## config.mk

```make
export PLATFORM = sky130hd
export DESIGN_NAME = sadc_sequencer
export DESIGN_NICKNAME = d
export VERILOG_FILES = /design/src/inc/sadc_pkg.sv /design/src/rtl/sadc_sar_core.sv /design/src/rtl/sadc_sequencer.sv
export SDC_FILE = /design/constraint.sdc
export NUM_CORES = 1
export LEC_CHECK = 0
export BUFFER_PORTS_ARGS = -buffer_cell sky130_fd_sc_hd__buf_2
export CORE_UTILIZATION = 52
export CTS_BUF_LIST = sky130_fd_sc_hd__clkbuf_16
export DETAILED_ROUTE_END_ITERATION = 12
export PLACE_DENSITY = 0.8
export REMOVE_ABC_BUFFERS = 1
export SYNTH_ARGS = -nofsm -noshare
export SYNTH_HDL_FRONTEND = slang
export SYNTH_SLANG_ARGS = --single-unit
```

## constraint.sdc

```tcl
create_clock -name mclk_in -period 2.6 [get_ports mclk_in]
set_input_delay 0.26 -clock mclk_in [delete_from_list [all_inputs] [get_ports mclk_in]]
set_output_delay 0.26 -clock mclk_in [all_outputs]
set_load 0.005 [all_outputs]
```

## src/inc/sadc_pkg.sv

```systemverilog
// Shared constants, types and register map of the SAR converter sequencer
package sadc_pkg;

   // ---------------------------------------------------------------
   // Register map (byte addresses on the Avalon-MM slave)
   // ---------------------------------------------------------------
   localparam int unsigned ADDR_W       = 3;
   localparam logic [2:0]  OFS_CTRL     = 3'h0;
   localparam logic [2:0]  OFS_RESULT   = 3'h4;
   localparam int unsigned DATA_W       = 32;
   localparam int unsigned BE_W         = 4;
   localparam int unsigned CTRL_BE_LANE = 0;

   // ---------------------------------------------------------------
   // Control register fields and reset value
   // ---------------------------------------------------------------
   localparam int unsigned SEL_W        = 3;
   localparam int unsigned SEL_EXT_W    = 2;
   localparam int unsigned SEL_INT_BIT  = 2;
   localparam int unsigned FLAG_BIT     = 7;
   localparam int unsigned REG_W        = 8;
   localparam logic [2:0]  SEL_RST      = 3'h0;
   localparam logic [7:0]  RESULT_RST   = 8'h00;

   // Internal calibration channel codes and their ideal conversions
   localparam logic [2:0]  SEL_HIGH_REF = 3'h4;
   localparam logic [2:0]  SEL_LOW_REF  = 3'h5;
   localparam logic [2:0]  SEL_QTR_REF  = 3'h6;
   localparam logic [2:0]  SEL_HALF_REF = 3'h7;
   localparam logic [7:0]  CODE_HIGH    = 8'hFF;
   localparam logic [7:0]  CODE_LOW     = 8'h00;
   localparam logic [7:0]  CODE_QTR     = 8'h40;
   localparam logic [7:0]  CODE_HALF    = 8'h80;

   // ---------------------------------------------------------------
   // Conversion timing, in machine cycles (clock-enable cycles)
   // ---------------------------------------------------------------
   localparam logic [4:0]  CONV_CYCLES   = 5'h1E;
   localparam logic [4:0]  SAMPLE_CYCLES = 5'h05;
   localparam logic [4:0]  LAST_CYCLE    = 5'(CONV_CYCLES - 5'h01);
   localparam logic [4:0]  LAST_SAMPLE   = 5'(SAMPLE_CYCLES - 5'h01);
   localparam logic [1:0]  DECIDE_SUB    = 2'h2;
   localparam logic [2:0]  MSB_IDX       = 3'h7;
   localparam logic [2:0]  LSB_IDX       = 3'h0;
   localparam logic [7:0]  SAR_SEED      = 8'h80;

   typedef enum logic [1:0] {
      ST_SAMPLE,
      ST_TRIAL,
      ST_FINISH
   } sadc_state_t;

   typedef struct packed {
      logic              rd;
      logic              wr;
      logic [2:0]        addr;
      logic [3:0]        be;
      logic [31:0]       wdata;
   } sadc_bus_req_t;

endpackage : sadc_pkg

```

## src/rtl/sadc_sar_core.sv

```systemverilog
// Successive-approximation register: trial code and bit decisions
`timescale 1ns/1ps
module sadc_sar_core (
   input  wire logic       mclk_in,
   input  wire logic       rst_n_in,
   input  wire logic       ce_in,
   input  wire logic       start_in,
   input  wire logic       decide_in,
   input  wire logic       keep_in,
   input  wire logic [2:0] bit_idx_in,
   output logic      [7:0] code_out
);

   logic [7:0] code_ff;
   logic [7:0] nxt_code;

   // ---------------------------------------------------------------
   // Trial code update
   // ---------------------------------------------------------------
   always_comb begin
      nxt_code = code_ff;
      if (start_in) begin
         nxt_code = sadc_pkg::SAR_SEED;
      end else if (decide_in) begin
         // Keep or drop the bit under trial, then try the next lower one
         nxt_code[bit_idx_in] = keep_in;
         if (bit_idx_in != sadc_pkg::LSB_IDX) begin
            nxt_code[3'(bit_idx_in - 3'h1)] = 1'b1;
         end
      end
   end

   always_ff @(posedge mclk_in or negedge rst_n_in) begin
      if (!rst_n_in) begin
         code_ff <= sadc_pkg::RESULT_RST;
      end else if (ce_in) begin
         code_ff <= nxt_code;
      end
   end

   assign code_out = code_ff;

endmodule : sadc_sar_core

```

## src/rtl/sadc_sequencer.sv

```systemverilog
// Control, sequencing and register slave of the 8-bit SAR converter
//
// Chosen here: the register offsets and the Avalon-MM interface to the registers.
`timescale 1ns/1ps
module sadc_sequencer (
   input  wire logic        mclk_in,
   input  wire logic        rst_n_in,
   input  wire logic        ce_in,
   input  wire logic [2:0]  avs_address_in,
   input  wire logic        avs_read_in,
   input  wire logic        avs_write_in,
   input  wire logic [31:0] avs_writedata_in,
   input  wire logic [3:0]  avs_byteenable_in,
   output logic      [31:0] avs_readdata_out,
   output logic             avs_waitrequest_out,
   input  wire logic        cmp_above_in,
   output logic      [1:0]  chan_sel_out,
   output logic             track_out,
   output logic      [7:0]  dac_code_out
);

   // ---------------------------------------------------------------
   // Decode helpers
   // ---------------------------------------------------------------
   function automatic logic sadc_hit(input logic [2:0] addr, input logic [2:0] ofs);
      sadc_hit = (addr == ofs);
   endfunction : sadc_hit

   // Ideal code of an internal calibration channel
   function automatic logic [7:0] sadc_ref_code(input logic [2:0] sel);
      unique case (sel)
         sadc_pkg::SEL_HIGH_REF: sadc_ref_code = sadc_pkg::CODE_HIGH;
         sadc_pkg::SEL_LOW_REF:  sadc_ref_code = sadc_pkg::CODE_LOW;
         sadc_pkg::SEL_QTR_REF:  sadc_ref_code = sadc_pkg::CODE_QTR;
         default:                sadc_ref_code = sadc_pkg::CODE_HALF;
      endcase
   endfunction : sadc_ref_code

   sadc_pkg::sadc_bus_req_t req;

   logic        waitreq_ff;
   logic        nxt_waitreq;
   logic [31:0] rdata_ff;
   logic [31:0] nxt_rdata;
   logic        wr_acc;
   logic        rd_cap;
   logic        res_rd_now;

   logic [2:0]  sel_ff;
   logic [2:0]  nxt_sel;
   logic        flag_ff;
   logic        nxt_flag;
   logic [7:0]  result_ff;
   logic [7:0]  nxt_result;
   logic        pend_ff;
   logic        nxt_pend;
   logic [7:0]  pend_val_ff;
   logic [7:0]  nxt_pend_val;

   sadc_pkg::sadc_state_t state_ff;
   sadc_pkg::sadc_state_t nxt_state;
   logic [4:0]  cnt_ff;
   logic [4:0]  nxt_cnt;
   logic [1:0]  sub_ff;
   logic [1:0]  nxt_sub;
   logic [2:0]  bit_ff;
   logic [2:0]  nxt_bit;
   logic        sar_start;
   logic        sar_decide;
   logic        keep;
   logic        done_ev;
   logic [7:0]  code;

   logic        cmp_s1_ff;
   logic        cmp_s2_ff;
   logic [1:0]  chan_ff;
   logic        track_ff;

   assign req = '{rd:    avs_read_in,
                  wr:    avs_write_in,
                  addr:  avs_address_in,
                  be:    avs_byteenable_in,
                  wdata: avs_writedata_in};

   // ---------------------------------------------------------------
   // Avalon-MM slave: one wait state on every access
   // ---------------------------------------------------------------
   always_comb begin
      wr_acc      = ce_in && req.wr && !waitreq_ff && req.be[sadc_pkg::CTRL_BE_LANE]
                    && sadc_hit(req.addr, sadc_pkg::OFS_CTRL);
      rd_cap      = ce_in && req.rd && waitreq_ff;
      res_rd_now  = rd_cap && sadc_hit(req.addr, sadc_pkg::OFS_RESULT);
      nxt_waitreq = !((req.rd || req.wr) && waitreq_ff);
      nxt_rdata   = rdata_ff;
      if (rd_cap) begin
         if (sadc_hit(req.addr, sadc_pkg::OFS_CTRL)) begin
            nxt_rdata = '0;
            nxt_rdata[sadc_pkg::FLAG_BIT] = flag_ff;
            nxt_rdata[sadc_pkg::SEL_W-1:0] = sel_ff;
         end else if (sadc_hit(req.addr, sadc_pkg::OFS_RESULT)) begin
            nxt_rdata = 32'(result_ff);
         end else begin
            nxt_rdata = '0;
         end
      end
   end

   always_ff @(posedge mclk_in or negedge rst_n_in) begin
      if (!rst_n_in) begin
         waitreq_ff <= 1'b1;
         rdata_ff   <= '0;
      end else if (ce_in) begin
         waitreq_ff <= nxt_waitreq;
         rdata_ff   <= nxt_rdata;
      end
   end

   // ---------------------------------------------------------------
   // Control and result registers
   // ---------------------------------------------------------------
   always_comb begin
      nxt_sel      = sel_ff;
      nxt_flag     = flag_ff;
      nxt_result   = result_ff;
      nxt_pend     = pend_ff;
      nxt_pend_val = pend_val_ff;
      if (wr_acc) begin
         nxt_sel  = req.wdata[sadc_pkg::SEL_W-1:0];
         nxt_flag = 1'b0;
      end
      // Completion wins over a clearing write in the same cycle
      if (done_ev) begin
         nxt_flag = 1'b1;
      end
      // A result read being captured this cycle defers the load by one
      if (done_ev && !res_rd_now) begin
         nxt_result = code;
         nxt_pend   = 1'b0;
      end else if (done_ev) begin
         nxt_pend     = 1'b1;
         nxt_pend_val = code;
      end else if (pend_ff && !res_rd_now) begin
         nxt_result = pend_val_ff;
         nxt_pend   = 1'b0;
      end
   end

   always_ff @(posedge mclk_in or negedge rst_n_in) begin
      if (!rst_n_in) begin
         sel_ff      <= sadc_pkg::SEL_RST;
         flag_ff     <= 1'b0;
         result_ff   <= sadc_pkg::RESULT_RST;
         pend_ff     <= 1'b0;
         pend_val_ff <= sadc_pkg::RESULT_RST;
      end else if (ce_in) begin
         sel_ff      <= nxt_sel;
         flag_ff     <= nxt_flag;
         result_ff   <= nxt_result;
         pend_ff     <= nxt_pend;
         pend_val_ff <= nxt_pend_val;
      end
   end

   // ---------------------------------------------------------------
   // Conversion sequencer
   // ---------------------------------------------------------------
   // Calibration channels are decided against their ideal code, so no
   // comparator noise reaches them; saturation to all ones needs no logic.
   assign keep = sel_ff[sadc_pkg::SEL_INT_BIT] ? (sadc_ref_code(sel_ff) >= code)
                                               : cmp_s2_ff;

   always_comb begin
      nxt_state  = state_ff;
      nxt_cnt    = cnt_ff;
      nxt_sub    = sub_ff;
      nxt_bit    = bit_ff;
      sar_start  = 1'b0;
      sar_decide = 1'b0;
      done_ev    = 1'b0;
      if (state_ff == sadc_pkg::ST_FINISH) begin
         done_ev = ce_in;
      end
      if (wr_acc) begin
         nxt_state = sadc_pkg::ST_SAMPLE;
         nxt_cnt   = '0;
      end else begin
         unique case (state_ff)
            sadc_pkg::ST_SAMPLE: begin
               nxt_cnt = 5'(cnt_ff + 5'h01);
               if (cnt_ff == sadc_pkg::LAST_SAMPLE) begin
                  nxt_state = sadc_pkg::ST_TRIAL;
                  nxt_sub   = '0;
                  nxt_bit   = sadc_pkg::MSB_IDX;
                  sar_start = ce_in;
               end
            end
            sadc_pkg::ST_TRIAL: begin
               nxt_cnt = 5'(cnt_ff + 5'h01);
               nxt_sub = 2'(sub_ff + 2'h1);
               // Two cycles let the comparator answer pass the synchroniser
               if (sub_ff == sadc_pkg::DECIDE_SUB) begin
                  sar_decide = ce_in;
                  nxt_sub    = '0;
                  if (bit_ff == sadc_pkg::LSB_IDX) begin
                     nxt_state = sadc_pkg::ST_FINISH;
                  end else begin
                     nxt_bit = 3'(bit_ff - 3'h1);
                  end
               end
            end
            sadc_pkg::ST_FINISH: begin
               nxt_state = sadc_pkg::ST_SAMPLE;
               nxt_cnt   = '0;
            end
         endcase
      end
   end

   always_ff @(posedge mclk_in or negedge rst_n_in) begin
      if (!rst_n_in) begin
         state_ff  <= sadc_pkg::ST_SAMPLE;
         cnt_ff    <= '0;
         sub_ff    <= '0;
         bit_ff    <= sadc_pkg::MSB_IDX;
         cmp_s1_ff <= 1'b0;
         cmp_s2_ff <= 1'b0;
         chan_ff   <= '0;
         track_ff  <= 1'b1;
      end else if (ce_in) begin
         state_ff  <= nxt_state;
         cnt_ff    <= nxt_cnt;
         sub_ff    <= nxt_sub;
         bit_ff    <= nxt_bit;
         cmp_s1_ff <= cmp_above_in;
         cmp_s2_ff <= cmp_s1_ff;
         chan_ff   <= nxt_sel[sadc_pkg::SEL_EXT_W-1:0];
         track_ff  <= (nxt_state == sadc_pkg::ST_SAMPLE);
      end
   end

   sadc_sar_core u_sar (
      .mclk_in    (mclk_in),
      .rst_n_in   (rst_n_in),
      .ce_in      (ce_in),
      .start_in   (sar_start),
      .decide_in  (sar_decide),
      .keep_in    (keep),
      .bit_idx_in (bit_ff),
      .code_out   (code)
   );

   assign avs_readdata_out    = rdata_ff;
   assign avs_waitrequest_out = waitreq_ff;
   assign chan_sel_out        = chan_ff;
   assign track_out           = track_ff;
   assign dac_code_out        = code;

   // ---------------------------------------------------------------
   // Checks
   // ---------------------------------------------------------------
   logic [4:0] len_ff;

   // Machine cycles since the conversion began, independent of cnt_ff
   always_ff @(posedge mclk_in or negedge rst_n_in) begin
      if (!rst_n_in) begin
         len_ff <= '0;
      end else if (ce_in) begin
         len_ff <= (wr_acc || done_ev) ? 5'h00 : 5'(len_ff + 5'h01);
      end
   end
endmodule : sadc_sequencer

```

==> results.cfg <==
[route]
routedLengthMet1_mm = 2.64
drt-vias-per-instance = 5.44
dr_wl_met2_mm = 2.99
dr_wl_met3_microns = 225
ant_nets = 0
drt_iter0_drc = 151
wl_per_cell_microns = 14.0
wirelength_mm = 5.91
highest_layer = met4
via_count = 2301
firstDrtPassIters = 5
drc = 0

[pwr]
power_frac_clock_pct = 32.4
max-vdd-ir-drop_mv = 0.359
p_int_mw = 1.77
p_seq_share_pct = 42.3
leakagePower_nw = 1.59
p_comb_share_pct = 25.3
powerDensity_mw_per_mm2 = 764
switchingPower_mw = 0.792
p_total_mw = 2.57
sw_frac_of_total_pct = 30.9

[outcome]
status = complete, but fails checks
violations = negative hold slack

[worst_setup_path]
r2r-start = sel_ff[0]
cp.depth = 9
critPathBufInv = 1
critPathCapture = u_sar.code_out[5]
slowest_delay_ps = 440
cpMaxStageDelayCell = dfrtp_1
crit_path_start_kind = flop
worstPathRequired_ps = 2740
regToRegEndpoint = u_sar.code_out[5]
critPathTopFamily = compound AO/OA/AOI/OAI gates
crit_path_end_kind = flop
startpoint = sel_ff[0]
crit_chain = nor2b_1 > nand2b_1 > inv_1 > ha_1 > nor2b_1 > o211ai_1 > a31oi_1 > o221ai_1 > o221ai_1
worstSetupPathType = reg -> reg
rrSetupSlack_ps = 270
cp_max_fo = 5
ff2ff_path_depth = 9
crit_arrival_ps = 2470

[clocking]
root_buffer = clkbuf_16
cts_tree = done
postCtsHoldBufs = 0
cts_resized = 0
clock_sinks = 53
cts_buffers = 5
cts.clk_slew.worst_paths_ps = 70
clk_latency_ps = 290
clockBufferDepth = 2
cts.htree.levels = 2
cts_setup_buffers = 0

[yosys]
ys_warn_count = 0
syn_area_sq_mm = 0.00300
ys_ff_latch = 53
synth_ff_type = dfrtp_1
seq_area_frac_synth_pct = 44.4
ys_types = 43
synth_edf_count = 0
async_flop_share_pct = 100
post_synth.cell_area_avg_sq_um = 9.59
synthCells = 313

[layout]
fillCellCount = 489
synthToLayoutAreaGrowth_pct = 12.0
drive_above_1_share_pct = 18.2
antenna_cells = 0
seq_area_sq_mm = 0.00133
nets = 410
multi_input_area_sq_mm = 0.00147
final_cell_area_sq_mm = 0.00336
layout.cells.non_filler = 423

[die]
dieArea_sq_mm = 0.00608
die_y_microns = 78.0
start_util_pct = 54.2
die_w_microns = 78.0
io_pins = 89
rows = 27
design.core.area_sq_mm = 0.00554

[global_route]
grt_use_total_pct = 21.5
grt_pass1_vias = 2252
grt_overflow_total = 0
grt_max_degree = 31
antenna_found_initial = 0
grt_pass1_wl_mm = 10.4

[placement]
place.gp.congestion = 0.880
port_buffers = 32
hpwl_mm = 4.45
dp.cells = 415
postPlaceCellArea_sq_mm = 0.00317

[timing]
fmax_mhz = 429
slew_violations = 0
finalCriticalPeriod_ps = 2330
rsz0062_at_grt = no
finalHoldViolCount = 8
finClkSkew_ps = 4.32
finalSetupTns_ps = 0
max_slew_margin_pct = 56.9
fin_crit_sh_pct = 89.6
hold_ws_ps = -7.31
setup_viol = 0
worst_pin_slew_ps = 646

[hold_path]
hold_path.class = in -> async

[run]
drv_cap = 0
==> registers in the layout, summed over array words and instances, names as in the netlist, 2 cells and up <==
signal and flops:
avs_readdata_out 8, pend_val_ff 8, result_ff 8, u_sar.code_out 8
cnt_ff 5, bit_ff 3, sel_ff 3, state_ff 2
sub_ff 2
==> placed cells by master, fill, tap and decap left out, drive strengths merged, types with 2 or more instances in the layout <==
cell type / Yosys / final
dfrtp: 48 / 48
nor3: 5 / 5
xor2: 4 / 4
inv: 17 / 17
o211ai: 4 / 4
mux2: 7 / 7
nand4b: 2 / 2
a21o: 4 / 4
nor3b: 3 / 3
o21ai: 30 / 30
conb: 1 / 24
a31oi: 4 / 4
nand3: 4 / 4
nand2b: 4 / 4
o221ai: 4 / 4
a22o: 5 / 5
o31ai: 2 / 2
a21oi: 11 / 11
a32oi: 2 / 2
ha: 15 / 15
clkbuf: 5 / 5
nor2b: 5 / 5
mux2i: 10 / 10
dfstp: 5 / 5
a22oi: 8 / 8
bufinv: 0 / 2
nand4: 5 / 5
nor2: 13 / 13
buf: 28 / 40
or3: 2 / 2
nand2: 47 / 47
==> power by group through the flow <==
stage	sequential (mW)	clock, mW	combinational [mW]
final	1.09	0.833	0.649
after global routing	1.11	0.882	0.739
after CTS	1.08	0.846	0.647
after detailed placement	1.09	0	0.642
after global placement	1.09	0	0.623
after floorplan	1.07	0	0.455
==> per-layer routing <==
layer / up-vias / GRT usage, %
li1: 1126 / -
met1: 1114 / 27.4
met2: 55 / 37.4
met3: 6 / 3.76
met4: 0 / 5.74
met5: - / 0
==> worst min path at each step <==
stage                     depth (start not counted)  slack (ps)     start                  end
after floorplan                                   0         -40  rst_n_in  avs_readdata_out[0]
after global routing                              1          50  rst_n_in  avs_readdata_out[7]
after detailed placement                          1         320  rst_n_in  avs_readdata_out[7]
final                                             1          -7  rst_n_in  avs_readdata_out[7]
after CTS                                         1          10  rst_n_in  avs_readdata_out[7]
after global placement                            1         310  rst_n_in  avs_readdata_out[7]
==> final cells by class <==
class	count	area share [%]
sequential	53	39.6
clock inverter	3	1.94
tap	72	2.68
clock buffer	5	3.72
multi-input combinational	233	43.6
timing repair buffer	40	6.55
inverter	17	1.90
==> stage by stage <==
| stage | setup WS (ps) | hold WS [ps] | util, % |
|---|---|---|---|
| after floorplan | 429 | -35.6 | - |
| after global placement | 342 | 313 | 57.2 |
| after detailed placement | 328 | 317 | 57.2 |
| after CTS | 304 | 11.0 | 60.7 |
| after global routing | 76.2 | 48.6 | 60.7 |
| final | 271 | -7.31 | 60.7 |
==> cells in the mapped netlist (2+ instances only) <==
| cell type | count | area share, % |
|---|---|---|
| mux2_2 | 7 | 2.6 |
| nand4_1 | 5 | 1.0 |
| nand4b_1 | 2 | 0.58 |
| dfrtp_1 | 48 | 40 |
| nor3b_1 | 2 | 0.50 |
| mux2i_1 | 10 | 3.3 |
| nor2_1 | 13 | 1.6 |
| ha_1 | 15 | 6.3 |
| nor2b_1 | 5 | 1.0 |
| a21o_1 | 4 | 1.0 |
| o21ai_1 | 4 | 0.67 |
| xor2_1 | 4 | 1.2 |
| buf_4 | 27 | 6.8 |
| a22oi_1 | 8 | 2.0 |
| nand2_1 | 47 | 5.9 |
| o211ai_1 | 3 | 0.75 |
| dfstp_2 | 5 | 4.4 |
| a31oi_1 | 4 | 0.83 |
| o31ai_1 | 2 | 0.50 |
| nand2b_1 | 4 | 0.83 |
| or3_1 | 2 | 0.42 |
| nand3_1 | 4 | 0.67 |
| o221ai_1 | 4 | 1.2 |
| inv_1 | 17 | 2.1 |
| a21oi_1 | 11 | 1.8 |
| nor3_1 | 5 | 0.83 |
| a22o_1 | 5 | 1.5 |
| a32oi_1 | 2 | 0.58 |
| clkbuf_1 | 5 | 0.63 |
| o21ai_0 | 26 | 4.3 |
==> cell families after synthesis <==
logic type	synth area share (%)
AO/OA/AOI/OAI	16.6
XOR/XNOR	1.17
adder cells (fa/ha/maj)	6.25
buffers and inverters	9.67
flip-flops	44.4
multiplexers	5.96
other	0.125
AND/OR/NAND/NOR	15.8
Power figures use the tool's default switching activity.
